===== src/logic/cmpev_pkg.sv =====
// Package for the comparator event logic: register map, field layout, reset values.
// Assumes a 32-bit AXI4-Lite register bus and a 50 MHz system clock.
package cmpev_pkg;

   // ---------------------------------------------------------------
   // Register byte offsets
   // ---------------------------------------------------------------
   localparam logic [7:0] OFF_CTRL   = 8'h00;
   localparam logic [7:0] OFF_STATUS = 8'h04;
   localparam logic [7:0] OFF_IRQST  = 8'h08;
   localparam logic [7:0] OFF_IRQMSK = 8'h0C;

   // ---------------------------------------------------------------
   // Control register fields
   // ---------------------------------------------------------------
   localparam int CTRL_EN    = 0;
   localparam int CTRL_REFIN = 1;
   localparam int CTRL_POL   = 2;
   localparam int CTRL_OUTEN = 3;
   localparam int CTRL_IRQEN = 4;
   localparam int CTRL_VROUT = 5;
   localparam int CTRL_W     = 6;

   // ---------------------------------------------------------------
   // Status and interrupt fields
   // ---------------------------------------------------------------
   localparam int ST_RESULT  = 0;
   localparam int IRQ_TRIP   = 0;
   localparam int IRQ_W      = 1;

   // ---------------------------------------------------------------
   // Reset values and response codes
   // ---------------------------------------------------------------
   localparam logic [CTRL_W-1:0] CTRL_RST  = 6'h00;
   localparam logic [IRQ_W-1:0]  IRQ_RST   = 1'h0;
   localparam logic [1:0]        RESP_OKAY = 2'h0;
   localparam logic [1:0]        RESP_SLVERR = 2'h2;

   // Analog-facing control group
   typedef struct packed {
      logic enable;
      logic refSelInternal;
      logic vrefOutEnable;
   } cmpev_ana_t;

   // Alarm pin group
   typedef struct packed {
      logic out;
      logic oe;
   } cmpev_pin_t;

endpackage


===== src/logic/cmpev_top.sv =====
// Comparator event logic: control, result capture, alarm pin, interrupt.
// Assumes an analog comparator outside giving an asynchronous level.
//
// Chosen here: the AXI4-Lite interface to the registers and the address map.
`timescale 1ns/1ns
module cmpev_top
(
   // Clock and reset
   input  wire logic                 clk_sys,
   input  wire logic                 rst_b,
   // AXI4-Lite write address
   input  wire logic                 s_axi_awvalid,
   output logic                      s_axi_awready,
   input  wire logic [7:0]           s_axi_awaddr,
   // AXI4-Lite write data
   input  wire logic                 s_axi_wvalid,
   output logic                      s_axi_wready,
   input  wire logic [31:0]          s_axi_wdata,
   input  wire logic [3:0]           s_axi_wstrb,
   // AXI4-Lite write response
   output logic                      s_axi_bvalid,
   input  wire logic                 s_axi_bready,
   output logic [1:0]                s_axi_bresp,
   // AXI4-Lite read address
   input  wire logic                 s_axi_arvalid,
   output logic                      s_axi_arready,
   input  wire logic [7:0]           s_axi_araddr,
   // AXI4-Lite read data
   output logic                      s_axi_rvalid,
   input  wire logic                 s_axi_rready,
   output logic [31:0]               s_axi_rdata,
   output logic [1:0]                s_axi_rresp,
   // Analog comparator
   input  wire logic                 cmpRaw,
   output cmpev_pkg::cmpev_ana_t     anaCtrl,
   // Pins
   output cmpev_pkg::cmpev_pin_t     alarmPin,
   output logic                      pinsToGpio,
   // Interrupt
   output logic                      irq
);

   // ---------------------------------------------------------------
   // Reset release
   // ---------------------------------------------------------------
   logic [1:0] rstPipe;
   logic       rstSync_b;

   always_ff @(posedge clk_sys or negedge rst_b)
   begin
      if (!rst_b)
         rstPipe <= 2'h0;
      else
         rstPipe <= {rstPipe[0], 1'b1};
   end
   assign rstSync_b = rstPipe[1];

   // ---------------------------------------------------------------
   // Comparator sampling
   // ---------------------------------------------------------------
   logic cmpSync;
   logic cmpPrev;
   logic trip;

   cmpev_sync u_sync
   (
      .clk_sys   (clk_sys),
      .rstSync_b (rstSync_b),
      .din       (cmpRaw),
      .dout      (cmpSync)
   );

   // ---------------------------------------------------------------
   // Register state
   // ---------------------------------------------------------------
   logic [cmpev_pkg::CTRL_W-1:0] ctrl,    next_ctrl;
   logic [cmpev_pkg::IRQ_W-1:0]  irqSt,   next_irqSt;
   logic [cmpev_pkg::IRQ_W-1:0]  irqMsk,  next_irqMsk;
   logic                         result,  next_result;
   logic                         next_cmpPrev;
   logic                         enable;

   // Bus state
   logic        awHeld, next_awHeld;
   logic        wHeld,  next_wHeld;
   logic [7:0]  awAddr, next_awAddr;
   logic [31:0] wData,  next_wData;
   logic        wByte0, next_wByte0;
   logic        bValid, next_bValid;
   logic [1:0]  bResp,  next_bResp;
   logic        rValid, next_rValid;
   logic [31:0] rData,  next_rData;
   logic [1:0]  rResp,  next_rResp;
   logic        doWrite;
   logic        clrHit;

   function automatic logic mapped(input logic [7:0] a);
      mapped = (a == cmpev_pkg::OFF_CTRL)  || (a == cmpev_pkg::OFF_STATUS) ||
               (a == cmpev_pkg::OFF_IRQST) || (a == cmpev_pkg::OFF_IRQMSK);
   endfunction

   assign enable = ctrl[cmpev_pkg::CTRL_EN];
   // Only rising-edge trips count; a level held high does not refire
   assign trip   = enable && cmpSync && !cmpPrev;
   assign doWrite = awHeld && wHeld && !bValid;
   assign clrHit = doWrite && wByte0 && (awAddr == cmpev_pkg::OFF_IRQST)
                   && wData[cmpev_pkg::IRQ_TRIP];

   // ---------------------------------------------------------------
   // Bus and register next state
   // ---------------------------------------------------------------
   always_comb
   begin
      next_awHeld = awHeld;
      next_wHeld  = wHeld;
      next_awAddr = awAddr;
      next_wData  = wData;
      next_wByte0 = wByte0;
      next_bValid = bValid;
      next_bResp  = bResp;
      next_rValid = rValid;
      next_rData  = rData;
      next_rResp  = rResp;
      next_ctrl   = ctrl;
      next_irqMsk = irqMsk;
      if (s_axi_awvalid && s_axi_awready)
      begin
         next_awHeld = 1'b1;
         next_awAddr = {s_axi_awaddr[7:2], 2'h0};
      end
      if (s_axi_wvalid && s_axi_wready)
      begin
         next_wHeld  = 1'b1;
         next_wData  = s_axi_wdata;
         next_wByte0 = s_axi_wstrb[0];
      end
      if (doWrite)
      begin
         next_awHeld = 1'b0;
         next_wHeld  = 1'b0;
         next_bValid = 1'b1;
         next_bResp  = mapped(awAddr) ? cmpev_pkg::RESP_OKAY : cmpev_pkg::RESP_SLVERR;
         if (wByte0 && awAddr == cmpev_pkg::OFF_CTRL)
            next_ctrl = wData[cmpev_pkg::CTRL_W-1:0];
         if (wByte0 && awAddr == cmpev_pkg::OFF_IRQMSK)
            next_irqMsk = wData[cmpev_pkg::IRQ_W-1:0];
      end
      if (bValid && s_axi_bready)
         next_bValid = 1'b0;
      if (s_axi_arvalid && s_axi_arready)
      begin
         next_rValid = 1'b1;
         next_rResp  = mapped({s_axi_araddr[7:2], 2'h0}) ? cmpev_pkg::RESP_OKAY
                                                         : cmpev_pkg::RESP_SLVERR;
         unique case ({s_axi_araddr[7:2], 2'h0})
            cmpev_pkg::OFF_CTRL:   next_rData = {26'h0, ctrl};
            cmpev_pkg::OFF_STATUS: next_rData = {31'h0, result};
            cmpev_pkg::OFF_IRQST:  next_rData = {31'h0, irqSt};
            cmpev_pkg::OFF_IRQMSK: next_rData = {31'h0, irqMsk};
            default:               next_rData = 32'h0;
         endcase
      end
      else if (rValid && s_axi_rready)
         next_rValid = 1'b0;
   end

   // ---------------------------------------------------------------
   // Comparator state next values
   // ---------------------------------------------------------------
   always_comb
   begin
      next_cmpPrev = enable ? cmpSync : 1'b0;
      // Coming enable, so the result drops in the same cycle as the pins
      next_result  = next_ctrl[cmpev_pkg::CTRL_EN] ? cmpSync : 1'b0;
      next_irqSt   = irqSt;
      if (clrHit)
         next_irqSt[cmpev_pkg::IRQ_TRIP] = 1'b0;
      // Set wins over a clear in the same cycle, mask ignored
      if (trip)
         next_irqSt[cmpev_pkg::IRQ_TRIP] = 1'b1;
   end

   always_ff @(posedge clk_sys or negedge rstSync_b)
   begin
      if (!rstSync_b)
      begin
         awHeld  <= 1'b0;
         wHeld   <= 1'b0;
         awAddr  <= 8'h00;
         wData   <= 32'h0;
         wByte0  <= 1'b0;
         bValid  <= 1'b0;
         bResp   <= cmpev_pkg::RESP_OKAY;
         rValid  <= 1'b0;
         rData   <= 32'h0;
         rResp   <= cmpev_pkg::RESP_OKAY;
         ctrl    <= cmpev_pkg::CTRL_RST;
         irqMsk  <= cmpev_pkg::IRQ_RST;
         irqSt   <= cmpev_pkg::IRQ_RST;
         result  <= 1'b0;
         cmpPrev <= 1'b0;
      end
      else
      begin
         awHeld  <= next_awHeld;
         wHeld   <= next_wHeld;
         awAddr  <= next_awAddr;
         wData   <= next_wData;
         wByte0  <= next_wByte0;
         bValid  <= next_bValid;
         bResp   <= next_bResp;
         rValid  <= next_rValid;
         rData   <= next_rData;
         rResp   <= next_rResp;
         ctrl    <= next_ctrl;
         irqMsk  <= next_irqMsk;
         irqSt   <= next_irqSt;
         result  <= next_result;
         cmpPrev <= next_cmpPrev;
      end
   end

   // ---------------------------------------------------------------
   // Outputs
   // ---------------------------------------------------------------
   assign s_axi_awready = !awHeld && !bValid;
   assign s_axi_wready  = !wHeld && !bValid;
   assign s_axi_bvalid  = bValid;
   assign s_axi_bresp   = bResp;
   assign s_axi_arready = !rValid;
   assign s_axi_rvalid  = rValid;
   assign s_axi_rdata   = rData;
   assign s_axi_rresp   = rResp;

   assign anaCtrl.enable         = enable;
   assign anaCtrl.refSelInternal = ctrl[cmpev_pkg::CTRL_REFIN];
   assign anaCtrl.vrefOutEnable  = ctrl[cmpev_pkg::CTRL_VROUT];
   // Alarm level follows the result, inverted when polarity bit set
   assign alarmPin.out = result ^ ctrl[cmpev_pkg::CTRL_POL];
   assign alarmPin.oe  = enable && ctrl[cmpev_pkg::CTRL_OUTEN];
   assign pinsToGpio   = !enable;
   assign irq = |(irqSt & irqMsk) && ctrl[cmpev_pkg::CTRL_IRQEN];

   // ---------------------------------------------------------------
   // Checks
   // ---------------------------------------------------------------
   a_trip_sets_flag: assert property (@(posedge clk_sys) disable iff (!rstSync_b)
      trip |=> irqSt[cmpev_pkg::IRQ_TRIP])
      else $error("Trip did not set flag");

   a_result_follows: assert property (@(posedge clk_sys) disable iff (!rstSync_b)
      enable && $past(enable) |-> result == $past(cmpSync))
      else $error("Result does not follow comparator");

   a_disabled_gpio: assert property (@(posedge clk_sys) disable iff (!rstSync_b)
      !enable |-> pinsToGpio && !alarmPin.oe && !result)
      else $error("Pins held while disabled");

   a_alarm_polarity: assert property (@(posedge clk_sys) disable iff (!rstSync_b)
      enable |-> alarmPin.out == ($past(cmpSync) != ctrl[cmpev_pkg::CTRL_POL]))
      else $error("Alarm polarity wrong");

   a_irq_flagmask: assert property (@(posedge clk_sys) disable iff (!rstSync_b)
      $rose(irq) |-> $past(trip) || $past(doWrite))
      else $error("Interrupt without cause");

   a_clear_flag: assert property (@(posedge clk_sys) disable iff (!rstSync_b)
      clrHit && !trip |=> !irqSt[cmpev_pkg::IRQ_TRIP])
      else $error("Flag clear failed");

   a_vref_route: assert property (@(posedge clk_sys) disable iff (!rstSync_b)
      $rose(ctrl[cmpev_pkg::CTRL_VROUT]) |-> anaCtrl.vrefOutEnable && $past(doWrite))
      else $error("Reference routing wrong");

   a_sync_delay: assert property (@(posedge clk_sys) disable iff (!rstSync_b)
      $rose(cmpSync) |-> $past(u_sync.stage[2]) && $past(u_sync.stage[1]))
      else $error("Synchronised edge before stages agreed");

   a_ref_select: assert property (@(posedge clk_sys) disable iff (!rstSync_b)
      anaCtrl.refSelInternal == ctrl[cmpev_pkg::CTRL_REFIN] ##1 $stable(anaCtrl.refSelInternal) || $past(doWrite))
      else $error("Reference select changed without write");

endmodule // cmpev_top


===== src/logic/cmpev_sync.sv =====
// Three-stage synchroniser for the raw comparator output.
// Assumes the input is asynchronous to clk_sys.
`timescale 1ns/1ns
module cmpev_sync
(
   // Clock and reset
   input  wire logic clk_sys,
   input  wire logic rstSync_b,
   // Data
   input  wire logic din,
   output logic      dout
);

   logic [2:0] stage;
   logic [2:0] next_stage;
   logic       next_dout;

   always_comb
   begin
      next_stage = {stage[1:0], din};
      // Change counts once stages two and three agree
      next_dout  = (stage[1] == stage[2]) ? stage[2] : dout;
   end

   always_ff @(posedge clk_sys or negedge rstSync_b)
   begin
      if (!rstSync_b)
      begin
         stage <= 3'h0;
         dout  <= 1'b0;
      end
      else
      begin
         stage <= next_stage;
         dout  <= next_dout;
      end
   end

endmodule // cmpev_sync


===== config.mk =====
export PLATFORM = sky130hd
export DESIGN_NAME = cmpev_top
export DESIGN_NICKNAME = d
export VERILOG_FILES = /design/src/logic/cmpev_pkg.sv /design/src/logic/cmpev_top.sv /design/src/logic/cmpev_sync.sv
export SDC_FILE = /design/constraint.sdc
export NUM_CORES = 1
export LEC_CHECK = 0
export ABC_CLOCK_PERIOD_IN_PS = 1200
export BUFFER_PORTS_ARGS = -buffer_cell sky130_fd_sc_hd__buf_2
export CAP_MARGIN = 20
export CORE_ASPECT_RATIO = 1.75
export CORE_MARGIN = 2
export CORE_UTILIZATION = 39
export CTS_BUF_LIST = sky130_fd_sc_hd__clkbuf_8 sky130_fd_sc_hd__clkbuf_16
export CTS_CLUSTER_DIAMETER = 40
export DETAILED_ROUTE_END_ITERATION = 8
export PLACE_DENSITY = 0.86
export SETUP_SLACK_MARGIN = 0.5
export SYNTH_ARGS = -nofsm -noshare
export SYNTH_HDL_FRONTEND = slang
export SYNTH_SLANG_ARGS = --single-unit

===== constraint.sdc =====
create_clock -name clk_sys -period 1.2 [get_ports clk_sys]
set_input_delay 0.18 -clock clk_sys [delete_from_list [all_inputs] [get_ports clk_sys]]
set_output_delay 0.18 -clock clk_sys [all_outputs]
set_load 0.03 [all_outputs]

After elaboration in Yosys (flattened, before gate mapping)
Index checks and enable logic that the tools add are counted.
{"block": "word_totals", "ff_bits": 69, "out_inout_bits": 48}
{"block": "classes", "n_mux": 17, "bitwise": 2, "n_reduce_logical": 39, "n_eq_ne": 7}
{"operator": "equality test 6 x 2 -> 1 bit, second input constant", "count": 4}
{"operator": "one-hot mux 6 bit (4 select lines)", "count": 1}
{"operator": "logical AND 1 bit", "count": 18}
{"operator": "two-way mux 1 bit", "count": 14}
{"operator": "equality test 6 x 1 -> 1 bit, second input constant", "count": 2}
{"operator": "nonzero test 2 bit", "count": 5}
{"operator": "zero test 8 bit", "count": 1}
{"operator": "zero test 1 bit", "count": 6}
{"operator": "zero test 6 bit", "count": 1}
{"operator": "logical OR 1 bit", "count": 6}
{"operator": "two-way mux 2 bit", "count": 2}
{"operator": "AND reduction 2 bit", "count": 2}
{"operator": "bitwise AND 1 bit", "count": 1}
{"operator": "equality test 1 bit", "count": 1}
{"operator": "XOR 1 bit", "count": 1}

Logic depth before layout (Yosys ltp)
Gate-level depths: netlist of the first run.
{"block": "logic_depth", "depth_word": 7, "ltp_mapped": 4, "mapped_depth_nobuf": 3}

Hierarchy
Synthesis of the first run repeated with hierarchy kept, for this count alone.
{"block": "unflattened", "hier_cells": 142, "hier_area_um2": 1835.5}
{"module": "cmpev_top", "seq_area_each_um2": 925.9, "n_inst": 1, "area_per_inst_um2": 1724.2, "cells_per_inst": 137}
{"module": "cmpev_sync", "seq_area_each_um2": 100.1, "n_inst": 1, "area_per_inst_um2": 111.4, "cells_per_inst": 5}

Worst setup path before layout of the first run
No wires, ideal clock.
{"block": "synth_path", "kind": "register to register", "start": "register bValid (netlist: s_axi_bvalid)", "end": "register wByte0", "path_slack_ps": -610, "synth_period_minus_slack_ps": 1810, "t_arrival_ps": 1685, "path_stages_with_launch": 5, "n_path_buf": 1, "path_cell_list": "dfrtp_1 nor2_1 and2_1 buf_2 mux2_2"}
{"block": "synth_between", "elab_chain_len": 3}
{"element": "from (decl)", "line": "cmpev_top.sv:89", "rtl": "logic bValid, next_bValid;"}
{"element": "from (signal assigned)", "line": "cmpev_top.sv:210", "rtl": "bValid <= next_bValid;"}
{"element": "zero test 1 bit", "line": "cmpev_top.sv:227", "rtl": "assign s_axi_wready = !wHeld && !bValid;"}
{"element": "logical AND 1 bit", "line": "cmpev_top.sv:227"}
{"element": "named net s_axi_wready", "line": "cmpev_top.sv:17", "rtl": "output logic s_axi_wready,"}
{"element": "logical AND 1 bit", "line": "cmpev_top.sv:131", "rtl": "if (s_axi_wvalid && s_axi_wready)"}
{"element": "to (signal assigned)", "line": "cmpev_top.sv:209", "rtl": "wByte0 <= next_wByte0;"}
{"element": "to (decl)", "line": "cmpev_top.sv:88", "rtl": "logic wByte0, next_wByte0;"}
The timed path passes the listed nets, and every way through them passes these cells.
A chain may end at the register's enable or synchronous reset.

Worst setup path after layout of the first run
{"block": "layout_path", "start": "register awAddr[6]", "end": "register ctrl[2] (netlist name)"}
{"block": "layout_between", "elab_chain_len": 3}
{"element": "from (decl)", "line": "cmpev_top.sv:86", "rtl": "logic [7:0] awAddr, next_awAddr;"}
{"element": "from (signal assigned)", "line": "cmpev_top.sv:207", "rtl": "awAddr <= next_awAddr;"}
{"element": "zero test 8 bit", "line": "cmpev_top.sv:143", "rtl": "if (wByte0 && awAddr == cmpev_pkg::OFF_CTRL)"}
{"element": "logical AND 1 bit", "line": "cmpev_top.sv:143"}
{"element": "AND reduction 2 bit (no source line)"}
{"element": "to (signal assigned)", "line": "cmpev_top.sv:197", "rtl": "ctrl <= cmpev_pkg::CTRL_RST;"}
{"element": "to (signal assigned)", "line": "cmpev_top.sv:215", "rtl": "ctrl <= next_ctrl;"}
{"element": "to (decl)", "line": "cmpev_top.sv:76", "rtl": "logic [cmpev_pkg::CTRL_W-1:0] ctrl, next_ctrl;"}
Every way passes these cells.

==> reports/qor_table.md, run 1 <==
| Step | Result | This run |
|---|---|---|
| outcome | Outcome | complete, but fails checks |
| outcome | Failing checks | setup timing |
| grt | Vias in the first global route | 1,330 |
| die | IO Count | 108 |
| logic synthesis | Netlist Area Pre-Place | 0.00185 sq mm |
| drt | DR vias/cell | 4.59 |
| place | Count of buffers from port buffering | 46 |
| timing | TNS Setup | -3330 ps |
| timing | Max-slew violation count | 0 |
| clocking | Clock latency reported for the late side of the worst-skew pair | 300 ps |
| logic synthesis | Synthesis warning total | 0 |
| logic synthesis | Post-Syn Area per Cell | 13.0 sq um |
| drt | Detailed-route via count | 1,303 |
| logic synthesis | Gate Count Post-Synth | 142 |
| timing | Maximum frequency from static timing analysis | 722 MHz |
| logic synthesis | Cell variety after synth | 28 |
| power | Power dissipated by switching net loads | 1.94 mW |
| power | Total Power | 5.51 mW |
| timing | Worst hold slack across all endpoints | 37.8 ps |
| worst setup path | Biggest cell delay along the critical path | 410 ps |
| timing | Setup repair after global routing missed its margin | true |
| drt | Number of DRC violations after detailed routing | 0 |
| die | Effective utilization at floorplan | 40.0% |
| drt | Post-detailed-routing wire length | 4.04 mm |
| drt | Iteration-0 DRC count of the detailed router | 30 |
| finish | Filler instances | 372 |
| timing | Number of failing setup endpoints in the final timing report | 31 |
| worst setup path | Worst Path Required | 1380 ps |
| grt | Maximum number of pins on one net before global-route repair | 22 |
| worst setup path | Highest net fanout along the worst path | 7 |
| finish | Fraction of layout instances using a drive strength above 1 | 61.2% |
| power | Highest ir drop seen on vdd | 1660 uV |
| finish | Utilization after layout | 59.3% |
| clocking | TritonCTS clock tree | done |
| worst setup path | WP data arrival | 1570 ps |
| clocking | Buffer depth of the longest clock path | 2 |
| worst setup path | Kind of start point of the critical path | flop |
| grt | Initial antenna violation count | 0 |
| finish | Commonest non-fill, non-tap cells in the layout | dfrtp_1, buf_6, conb_1 |
| worst setup path | Worst Setup End Kind | flop |
| grt | GR Util All Layers | 15.6% |
| die | Vertical die dimension | 95.1 microns |
| die | Full die area | 0.00533 sq mm |
| logic synthesis | Number of synthesized register bits | 41 |
| finish | Most common cell after layout, fill and taps aside | dfrtp_1 |
| clocking | H-tree level count | 2 |
| power | Switching part of the total power | 35.3% |
| finish | Total Nets Final | 291 |
| finish | Growth of design area from synthesis to finish | 48.2% |
| timing | Final worst clock skew | 12.6 ps |
| min path | Hold WC Path Type | input port to flop |
| finish | Final standard cell count with taps included and fillers excluded | 284 |
| worst setup path | Kind of critical path | flop to flop |
| clocking | Clock sink count | 41 |
| power | Pwr per Cell Area | 2010 mW/mm^2 |
| worst setup path | Crit-path leading delay family | simple AND/OR/NAND/NOR gates |
| grt | Overflow left after global routing | 0 |
| clocking | Clock buffers created by TritonCTS | 5 |
| power | Leakage | 1.41 nW |
| power | Proportion of power drawn by the clock network | 16.0% |
| power | Gate power share | 44.7% |
| die | Placeable core region | 0.00462 sq mm |
| clocking | Clock transition at the register clock pins on the worst setup and hold paths after CTS | 80 ps |
| place | Global placer's final weighted congestion | 0.725 |
| timing | Final critical-path share of the clock period | 115% |
| timing | Post-layout minimum cycle time | 1390 ps |
| timing | Number of hold-slack violations in the final timing report | 0 |
| drt | Count of TritonRoute iterations in the first routing pass | 4 |
| worst setup path | Buffers & Inverters on Critical Path | 0 |
| place | Estimated wirelength of the detail-placed design | 2.54 mm |
| die | Number of rows created at floorplan | 33 |
| clocking | Clock root cell | clkbuf_8 |
| worst setup path | CP cell instances | nor4_4 -> nand3_4 -> mux2_2 |
| die | Width of the chip | 56.1 microns |
| power | Cell-internal power | 3.57 mW |
| place | Number of instances in the placed design | 247 |
| timing | Worst setup margin | -186 ps |
| drt | Number of nets still failing antenna checks after routing | 0 |
| run | Max-Cap Viols | 0 |
| worst setup path | Slowest cell on the critical path | dfrtp_1 |
| finish | Diode insertion count for antenna repair | 0 |
| grt | First-pass GRT wire length | 6.22 mm |
| logic synthesis | Proportion of synthesized chip area in sequential cells | 55.5% |
| drt | Average wire per standard cell | 14.2 microns |
| power | Proportion of power drawn by flip-flops and latches | 39.2% |
## area by class of cell
class,instances,area (sq um),area share (%)
flip-flops and latches,41,1030,37.7
multi-input cells,89,783,28.6
repair buffers,89,749,27.4
clock buffers,5,68.8,2.51
well taps,52,65.1,2.37
inverters,5,22.5,0.822
clock inverters,3,17.5,0.639
## metal layers
metal  track usage, %  up-vias  wire, microns
li1                 -      600              -
met1             16.2      637           1400
met2             29.1       59           2300
met3             4.07        7            234
met4             7.14        0            102
met5                0        -              0
## metrics by stage
step / worst slack, ps / instance area [sq um]
global placement: -249 / 2190
floorplan: -274 / 2070
CTS: -227 / 2610
finish: -186 / 2740
detailed placement: -264 / 2190
global route: -248 / 2740
## timing repair
| action | CTS | global route |
|---|---|---|
| hold buffers | 2 | 0 |
| endpoints found under the hold margin | 3 | 0 |
| pin swaps | 11 | 6 |
| buffers inserted | 13 | 13 |
| cloned | 1 | 0 |
| gates resized for setup | 62 | 8 |
| setup endpoints to repair | 58 | 62 |
## worst paths after layout
check                                      endpoint                   from  slack, ps  depth (start not counted)
max                             ctrl[2]$_DFFE_PN0P_  awAddr[6]$_DFFE_PN0P_       -190                          3
min reg2reg                s_axi_rvalid$_DFFE_PN0P_   rstPipe[1]$_DFF_PN0_        160                          0
min                        s_axi_bvalid$_DFFE_PN0P_           s_axi_bready         40                          2
max reg2reg                     ctrl[2]$_DFFE_PN0P_  awAddr[6]$_DFFE_PN0P_       -190                          3
min in group asynchronous  s_axi_rvalid$_DFFE_PN0P_   rstPipe[1]$_DFF_PN0_        160                          0
max in group asynchronous       ctrl[5]$_DFFE_PN0P_   rstPipe[1]$_DFF_PN0_        660                          1
## cell usage after synthesis
master	number	share of area, %
nor4_4	2	2.3
a22o_1	6	2.8
o2bb2ai_1	1	0.47
nor2_1	4	0.81
or4_4	1	0.61
o21ai_0	3	0.81
a21o_1	2	0.81
mux4_2	1	1.2
nor2b_1	1	0.34
nand3_2	1	0.54
xor2_1	1	0.47
maj3_1	1	0.54
and2_1	3	1.0
and4b_1	1	0.54
and3_1	1	0.34
mux2i_1	1	0.54
nand2_1	5	1.0
dfrtp_1	41	55
clkbuf_8	1	0.74
buf_2	2	0.54
a21oi_1	1	0.27
conb_1	2	0.41
nand3b_1	1	0.41
or2b_2	1	0.47
inv_1	5	1.0
nand4_1	2	0.68
mux2_2	20	12
buf_4	31	13
## state kept, by name, summed over array words and instances, names as in the netlist, 2 cells and up
signal and flops:
awAddr 6, ctrl 6, s_axi_rdata 6, wData 6, u_sync.stage 3, rstPipe 2
## cells by family (layout without fill, tap and decap cells)
logic type | after synthesis | after routing | synth area share (%)
XOR/XNOR | 1 | 1 | 0.474
adder cells (fa/ha/maj) | 1 | 1 | 0.541
flip-flops | 41 | 41 | 55.5
AND/OR/NAND/NOR | 23 | 23 | 9.07
AO/OA/AOI/OAI | 13 | 13 | 5.21
buffers and inverters | 39 | 102 | 14.9
other | 2 | 29 | 0.406
multiplexers | 22 | 22 | 13.9
## power groups by stage
stage / Clock (mW) / Sequential [mW] / Combinational (mW)
6_report: 0.884 / 2.16 / 2.46
5_1_grt: 0.980 / 2.22 / 2.62
3_5_place_dp: 0 / 2.20 / 1.77
4_1_cts: 0.922 / 2.17 / 2.27
2_1_floorplan: 0 / 2.23 / 1.33
3_3_place_gp: 0 / 2.16 / 1.71
(Power assumes the default switching activity.)
==> inputs of run 2 (changes only) <==
--- a/config.mk
+++ b/config.mk
@@ -15,7 +15,7 @@
 export CTS_CLUSTER_DIAMETER = 40
 export DETAILED_ROUTE_END_ITERATION = 8
 export PLACE_DENSITY = 0.86
-export SETUP_SLACK_MARGIN = 0.5
+export SETUP_SLACK_MARGIN = 0.15
 export SYNTH_ARGS = -nofsm -noshare
 export SYNTH_HDL_FRONTEND = slang
 export SYNTH_SLANG_ARGS = --single-unit
==> run 2 against run 1 <==
Compared with the run above: the run still ends with setup timing left; fmax is 2.7% lower; non-clock buffer count down 4; clock-buffer cell count did not move; via count down 2.9%; sequential power decreased by 2%; critical path depth did not move; critical path type unchanged; largest cell class unchanged; largest power group unchanged.
==> reports/qor_table.md, run 2 (synthesis results as in run 1) <==
| Step | Result | This run | vs previous |
|---|---|---|---|
| timing | Post-layout minimum cycle time | 1420 ps | +38.2 ps |
| finish | Fraction of layout instances using a drive strength above 1 | 59.0% | -2.2 points |
| drt | Post-detailed-routing wire length | 3.74 mm | -7.6% |
| grt | Maximum number of pins on one net before global-route repair | 27 | +23% |
| die | Width of the chip | 56.1 microns | unchanged |
| drt | Number of DRC violations after detailed routing | 0 | unchanged |
| drt | DR vias/cell | 4.53 | -1.2% |
| worst setup path | Biggest cell delay along the critical path | 410 ps | about the same |
| die | Full die area | 0.00533 sq mm | unchanged |
| power | Leakage | 1.39 nW | -1.5% |
| drt | Count of TritonRoute iterations in the first routing pass | 3 | -1 |
| timing | Final worst clock skew | 5.57 ps | -7.08 ps |
| place | Placed Area | 0.00216 sq mm | -1.7% |
| finish | Final cell area excluding filler cells | 0.00267 sq mm | -2.5% |
| worst setup path | Reg2Reg Depth | 3 | unchanged |
| timing | Max-slew violation count | 0 | unchanged |
| finish | Growth of design area from synthesis to finish | 44.5% |  |
| timing | Final critical-path share of the clock period | 119% | +3.2 points |
| worst setup path | Worst Path Required | 1380 ps | about the same |
| clocking | Clock sink count | 41 | unchanged |
| finish | Filler instances | 361 | -3.0% |
| outcome | Failing checks | setup timing |  |
| place | Estimated wirelength of the detail-placed design | 2.57 mm | +1.2% |
| place | Count of buffers from port buffering | 46 | unchanged |
| clocking | H-tree level count | 2 | unchanged |
| timing | Number of hold-slack violations in the final timing report | 0 | unchanged |
| worst setup path | Crit-path leading delay family | simple AND/OR/NAND/NOR gates |  |
| grt | Vias in the first global route | 1,309 | -1.6% |
| finish | Diode insertion count for antenna repair | 0 | unchanged |
| timing | Setup repair after global routing missed its margin | true |  |
| grt | First-pass GRT wire length | 5.94 mm | -4.5% |
| grt | Initial antenna violation count | 0 | unchanged |
| clocking | Clock transition at the register clock pins on the worst setup and hold paths after CTS | 70 ps | about the same |
| timing | Maximum frequency from static timing analysis | 702 MHz | -2.7% |
| min path | Depth of the worst hold-timing path | 2 | unchanged |
| drt | Detailed-route via count | 1,265 | -2.9% |
| worst setup path | Slowest cell on the critical path | dfrtp_1 |  |
| die | Vertical die dimension | 95.1 microns | unchanged |
| finish | Total Nets Final | 287 | -1.4% |
| run | Max-Cap Viols | 0 | unchanged |
| clocking | TritonCTS clock tree | done |  |
| clocking | Clock buffers created by TritonCTS | 5 | unchanged |
| worst setup path | Buffers & Inverters on Critical Path | 0 | unchanged |
| worst setup path | Worst path depth | 3 | unchanged |
| drt | Iteration-0 DRC count of the detailed router | 12 | -60% |
| outcome | Outcome | complete, but fails checks |  |
| clocking | Clock latency reported for the late side of the worst-skew pair | 290 ps | about the same |
| clocking | Buffer depth of the longest clock path | 2 | unchanged |
| min path | Hold WC Path Type | input port to flop |  |
| timing | Number of failing setup endpoints in the final timing report | 31 | unchanged |
| drt | Number of nets still failing antenna checks after routing | 0 | unchanged |
| place | Global placer's final weighted congestion | 0.698 | -3.7% |
| power | Highest ir drop seen on vdd | 1870 uV | +13% |
| worst setup path | Worst Setup End Kind | flop |  |
| worst setup path | Kind of critical path | flop to flop |  |
| finish | Utilization after layout | 57.8% | -1.5 points |
| worst setup path | Kind of start point of the critical path | flop |  |
| die | Placeable core region | 0.00462 sq mm | unchanged |
| worst setup path | Highest net fanout along the worst path | 7 | unchanged |
| power | Total Power | 5.74 mW | +4.2% |
| clocking | Clock root cell | clkbuf_8 |  |
| timing | Worst hold slack across all endpoints | 54.3 ps | +16.5 ps |
| finish | Commonest non-fill, non-tap cells in the layout | dfrtp_1, conb_1, buf_4 |  |
| timing | Worst setup margin | -224 ps | -38.2 ps |
| drt | Average wire per standard cell | 13.4 microns | -5.9% |
| die | Effective utilization at floorplan | 40.0% | unchanged |
| timing | TNS Setup | -4010 ps | -682 ps |
| worst setup path | CP cell instances | nor4_4 -> nand3_4 -> mux2_2 |  |
| finish | Most common cell after layout, fill and taps aside | dfrtp_1 |  |
| power | Pwr per Cell Area | 2150 mW/mm^2 | +6.9% |
| grt | GR Util All Layers | 14.6% | -1.0 points |
| worst setup path | WP data arrival | 1600 ps | +30 ps |
| die | IO Count | 108 | unchanged |
| grt | Overflow left after global routing | 0 | unchanged |
| die | Number of rows created at floorplan | 33 | unchanged |
==> run 2: worst register-to-register path: stages (launching register included) <==
cell and delay (ps):
dfrtp_1 410, nor4_4 410, nand3_4 180, mux2_2 310
==> run 2: layout make-up <==
cell class | count | area, sq um | area share (%)
multi-input combinational | 89 | 757 | 28.3
clock buffer | 5 | 68.8 | 2.58
sequential | 41 | 1030 | 38.5
timing repair buffer | 85 | 689 | 25.8
clock inverter | 2 | 35.0 | 1.31
tap | 52 | 65.1 | 2.44
inverter | 5 | 26.3 | 0.984
==> run 2: power by group <==
part / internal, mW / total (mW) / switching, mW
clock: 0.604 / 1.05 / 0.444
combinational: 1.46 / 2.57 / 1.11
sequential: 1.79 / 2.12 / 0.326
total: 3.86 / 5.74 / 1.88
==> run 2: stage by stage <==
stage	cells	setup WS, ps
2_1_floorplan	169	-274
3_3_place_gp	245	-204
3_5_place_dp	245	-237
4_1_cts	264	-223
5_1_grt	279	-290
6_report	279	-224
==> run 2: per-layer routing <==
layer / share of wire (%) / vias up / GRT usage, %
met5: 0 / - / 0
li1: - / 597 / -
met4: 1.2 / 0 / 5.36
met3: 5.9 / 4 / 3.80
met1: 35 / 605 / 14.6
met2: 58 / 59 / 28.5
==> run 2: path summary, 6_finish.rpt <==
| check | start | end | slack, ps |
|---|---|---|---|
| worst max-delay path | awAddr[5]$_DFFE_PN0P_ | ctrl[1]$_DFFE_PN0P_ | -220 |
| worst min-delay path | s_axi_bready | s_axi_bvalid$_DFFE_PN0P_ | 50 |
| worst max register to register | awAddr[5]$_DFFE_PN0P_ | ctrl[1]$_DFFE_PN0P_ | -220 |
| worst min register to register | rstPipe[1]$_DFF_PN0_ | u_sync.stage[1]$_DFF_PN0_ | 170 |
| max in group asynchronous | rstPipe[1]$_DFF_PN0_ | s_axi_rvalid$_DFFE_PN0P_ | 590 |
| min in group asynchronous | rstPipe[1]$_DFF_PN0_ | u_sync.stage[1]$_DFF_PN0_ | 170 |
==> run 2: what timing repair did <==
| item | 4_1_cts | 5_1_grt |
|---|---|---|
| pin swaps | 14 | 8 |
| cloned | 1 | 0 |
| resized for setup | 47 | 28 |
| endpoints found under the hold margin | 3 | 0 |
| setup endpoints to repair | 45 | 51 |
| buffers inserted | 9 | 15 |
| hold buffers | 2 | 0 |
==> inputs of run 3 (changes only) <==
--- a/config.mk
+++ b/config.mk
@@ -15,6 +15,7 @@
 export CTS_CLUSTER_DIAMETER = 40
 export DETAILED_ROUTE_END_ITERATION = 8
 export PLACE_DENSITY = 0.86
+export RECOVER_POWER = 25
 export SETUP_SLACK_MARGIN = 0.15
 export SYNTH_ARGS = -nofsm -noshare
 export SYNTH_HDL_FRONTEND = slang
==> run 3 against run 2 <==
Compared with the run above: the flow still finishes with violations (setup timing); global-route usage is the same; sequential power about the same; wire length about the same; largest power group unchanged.
==> reports/qor_table.md, run 3 (synthesis results as in run 1) <==
| Step | Result | This run | vs previous |
|---|---|---|---|
| drt | Number of DRC violations after detailed routing | 0 | unchanged |
| die | Placeable core region | 0.00462 sq mm | unchanged |
| die | Effective utilization at floorplan | 40.0% | unchanged |
| die | Width of the chip | 56.1 microns | unchanged |
| worst setup path | CP cell instances | nor4_4 -> nand3_4 -> mux2_2 |  |
| worst setup path | Worst Setup End Kind | flop |  |
| place | Count of buffers from port buffering | 46 | unchanged |
| finish | Growth of design area from synthesis to finish | 44.4% | about the same |
| drt | Number of nets still failing antenna checks after routing | 0 | unchanged |
| die | Vertical die dimension | 95.1 microns | unchanged |
| worst setup path | Kind of critical path | flop to flop |  |
| finish | Total Nets Final | 287 | unchanged |
| timing | Number of failing setup endpoints in the final timing report | 31 | unchanged |
| power | Highest ir drop seen on vdd | 1870 uV | unchanged |
| drt | Post-detailed-routing wire length | 3.73 mm | about the same |
| min path | HP Start | s_axi_bready |  |
| clocking | H-tree level count | 2 | unchanged |
| worst setup path | Highest net fanout along the worst path | 7 | unchanged |
| place | Estimated wirelength of the detail-placed design | 2.57 mm | unchanged |
| worst setup path | Worst reg2reg setup slack | -220 ps | about the same |
| grt | GR Util All Layers | 14.6% | unchanged |
| timing | Setup repair after global routing missed its margin | true |  |
| power | Power dissipated by switching net loads | 1.88 mW | about the same |
| power | Gate power share | 44.8% | about the same |
| place | Global placer's final weighted congestion | 0.698 | unchanged |
| worst setup path | Slowest cell on the critical path | dfrtp_1 |  |
| finish | Most common cell after layout, fill and taps aside | dfrtp_1 |  |
| timing | Maximum frequency from static timing analysis | 702 MHz | unchanged |
| power | Proportion of power drawn by flip-flops and latches | 36.9% | about the same |
| drt | Iteration-0 DRC count of the detailed router | 12 | unchanged |
| drt | Average wire per standard cell | 13.4 microns | about the same |
| timing | Worst setup margin | -224 ps | unchanged |
| drt | DR vias/cell | 4.53 | unchanged |
| grt | Vias in the first global route | 1,309 | unchanged |
| timing | Number of hold-slack violations in the final timing report | 0 | unchanged |
| grt | Maximum number of pins on one net before global-route repair | 27 | unchanged |
| power | Proportion of power drawn by the clock network | 18.3% | about the same |
| drt | Detailed-route via count | 1,265 | unchanged |
| die | IO Count | 108 | unchanged |
| timing | Final worst clock skew | 5.57 ps | unchanged |
| grt | First-pass GRT wire length | 5.94 mm | unchanged |
| die | Full die area | 0.00533 sq mm | unchanged |
| worst setup path | Biggest cell delay along the critical path | 410 ps | about the same |
| worst setup path | Buffers & Inverters on Critical Path | 0 | unchanged |
| worst setup path | Crit-path leading delay family | simple AND/OR/NAND/NOR gates |  |
| clocking | Buffer depth of the longest clock path | 2 | unchanged |
| finish | Final standard cell count with taps included and fillers excluded | 279 | unchanged |
| clocking | TritonCTS clock tree | done |  |
| power | Cell-internal power | 3.86 mW | about the same |
| die | Number of rows created at floorplan | 33 | unchanged |
| clocking | Clock buffers created by TritonCTS | 5 | unchanged |
| power | Leakage | 1.38 nW | -0.20% |
| grt | Overflow left after global routing | 0 | unchanged |
| finish | Commonest non-fill, non-tap cells in the layout | dfrtp_1, conb_1, buf_4 |  |
| worst setup path | Setup crit start | awAddr[5]$_DFFE_PN0P_ |  |
| place | Number of instances in the placed design | 245 | unchanged |
| worst setup path | Worst Path Required | 1380 ps | about the same |
| min path | Hold WC Path Type | input port to flop |  |
| timing | Post-layout minimum cycle time | 1420 ps | unchanged |
| clocking | Clock root cell | clkbuf_8 |  |
| grt | Initial antenna violation count | 0 | unchanged |
| power | Switching part of the total power | 32.8% | about the same |
| worst setup path | WP data arrival | 1600 ps | about the same |
| timing | Max-slew violation count | 0 | unchanged |
| clocking | Clock sink count | 41 | unchanged |
| worst setup path | Origin of the critical flop-to-flop path | awAddr[5]$_DFFE_PN0P_ |  |
| clocking | Clock transition at the register clock pins on the worst setup and hold paths after CTS | 70 ps | about the same |
| power | Pwr per Cell Area | 2150 mW/mm^2 | about the same |
| worst setup path | Kind of start point of the critical path | flop |  |
| outcome | Outcome | complete, but fails checks |  |
| outcome | Failing checks | setup timing |  |
| clocking | Clock latency reported for the late side of the worst-skew pair | 290 ps | about the same |
| timing | Final critical-path share of the clock period | 119% | unchanged |
| timing | Worst hold slack across all endpoints | 54.3 ps | unchanged |
| finish | Diode insertion count for antenna repair | 0 | unchanged |
| drt | Count of TritonRoute iterations in the first routing pass | 3 | unchanged |
| run | Max-Cap Viols | 0 | unchanged |
| finish | Fraction of layout instances using a drive strength above 1 | 58.6% | -0.44 points |
-- run 3: worst paths after layout --
check                                                  to  depth (start not counted)
worst max-delay path                  ctrl[1]$_DFFE_PN0P_                          3
max in group asynchronous        s_axi_rvalid$_DFFE_PN0P_                          1
min in group asynchronous       u_sync.stage[1]$_DFF_PN0_                          0
worst max register to register        ctrl[1]$_DFFE_PN0P_                          3
worst min register to register  u_sync.stage[1]$_DFF_PN0_                          0
worst min-delay path             s_axi_bvalid$_DFFE_PN0P_                          2
-- run 3: layout make-up --
cell class,count,area (sq um)
fill,359,1950
sequential,41,1030
multi-input combinational,89,757
timing repair buffer,85,688
clock buffer,5,68.8
tap,52,65.1
clock inverter,2,35.0
inverter,5,26.3
-- run 3: what timing repair did --
item | CTS | global route
hold buffers | 2 | 0
endpoints found under the setup margin | 45 | 51
hold endpoints to repair | 3 | 0
gates resized for setup | 47 | 28
cloned | 1 | 0
pin swaps | 14 | 8
setup buffers | 9 | 15
-- run 3: metal layers --
metal  share of wire, %  vias up  track usage (%)
met3                5.9        4             3.80
li1                   -      597                -
met5                  0        -                0
met2                 58       59             28.5
met4                1.2        0             5.36
met1                 35      605             14.6
-- run 3: per-stage QoR --
stage          setup TNS [ps]  util [%]  worst slack [ps]  cell area [sq um]  total power [mW]
5_1_grt                 -5780      57.7              -290               2670              6.06
2_1_floorplan           -5750         -              -274               2030              3.48
3_5_place_dp            -4570      46.7              -237               2160              3.90
4_1_cts                 -2980      53.9              -223               2490              5.43
3_3_place_gp            -3930      46.7              -204               2160              3.83
6_report                -4010      57.7              -224               2670              5.74
-- run 3: power groups by stage --
stage / Combinational, mW / Sequential [mW] / Clock, mW
after global placement: 1.71 / 2.12 / 0
after global routing: 2.74 / 2.19 / 1.14
after detailed placement: 1.77 / 2.14 / 0
final: 2.57 / 2.12 / 1.05
after CTS: 2.24 / 2.12 / 1.07
after floorplan: 1.28 / 2.20 / 0
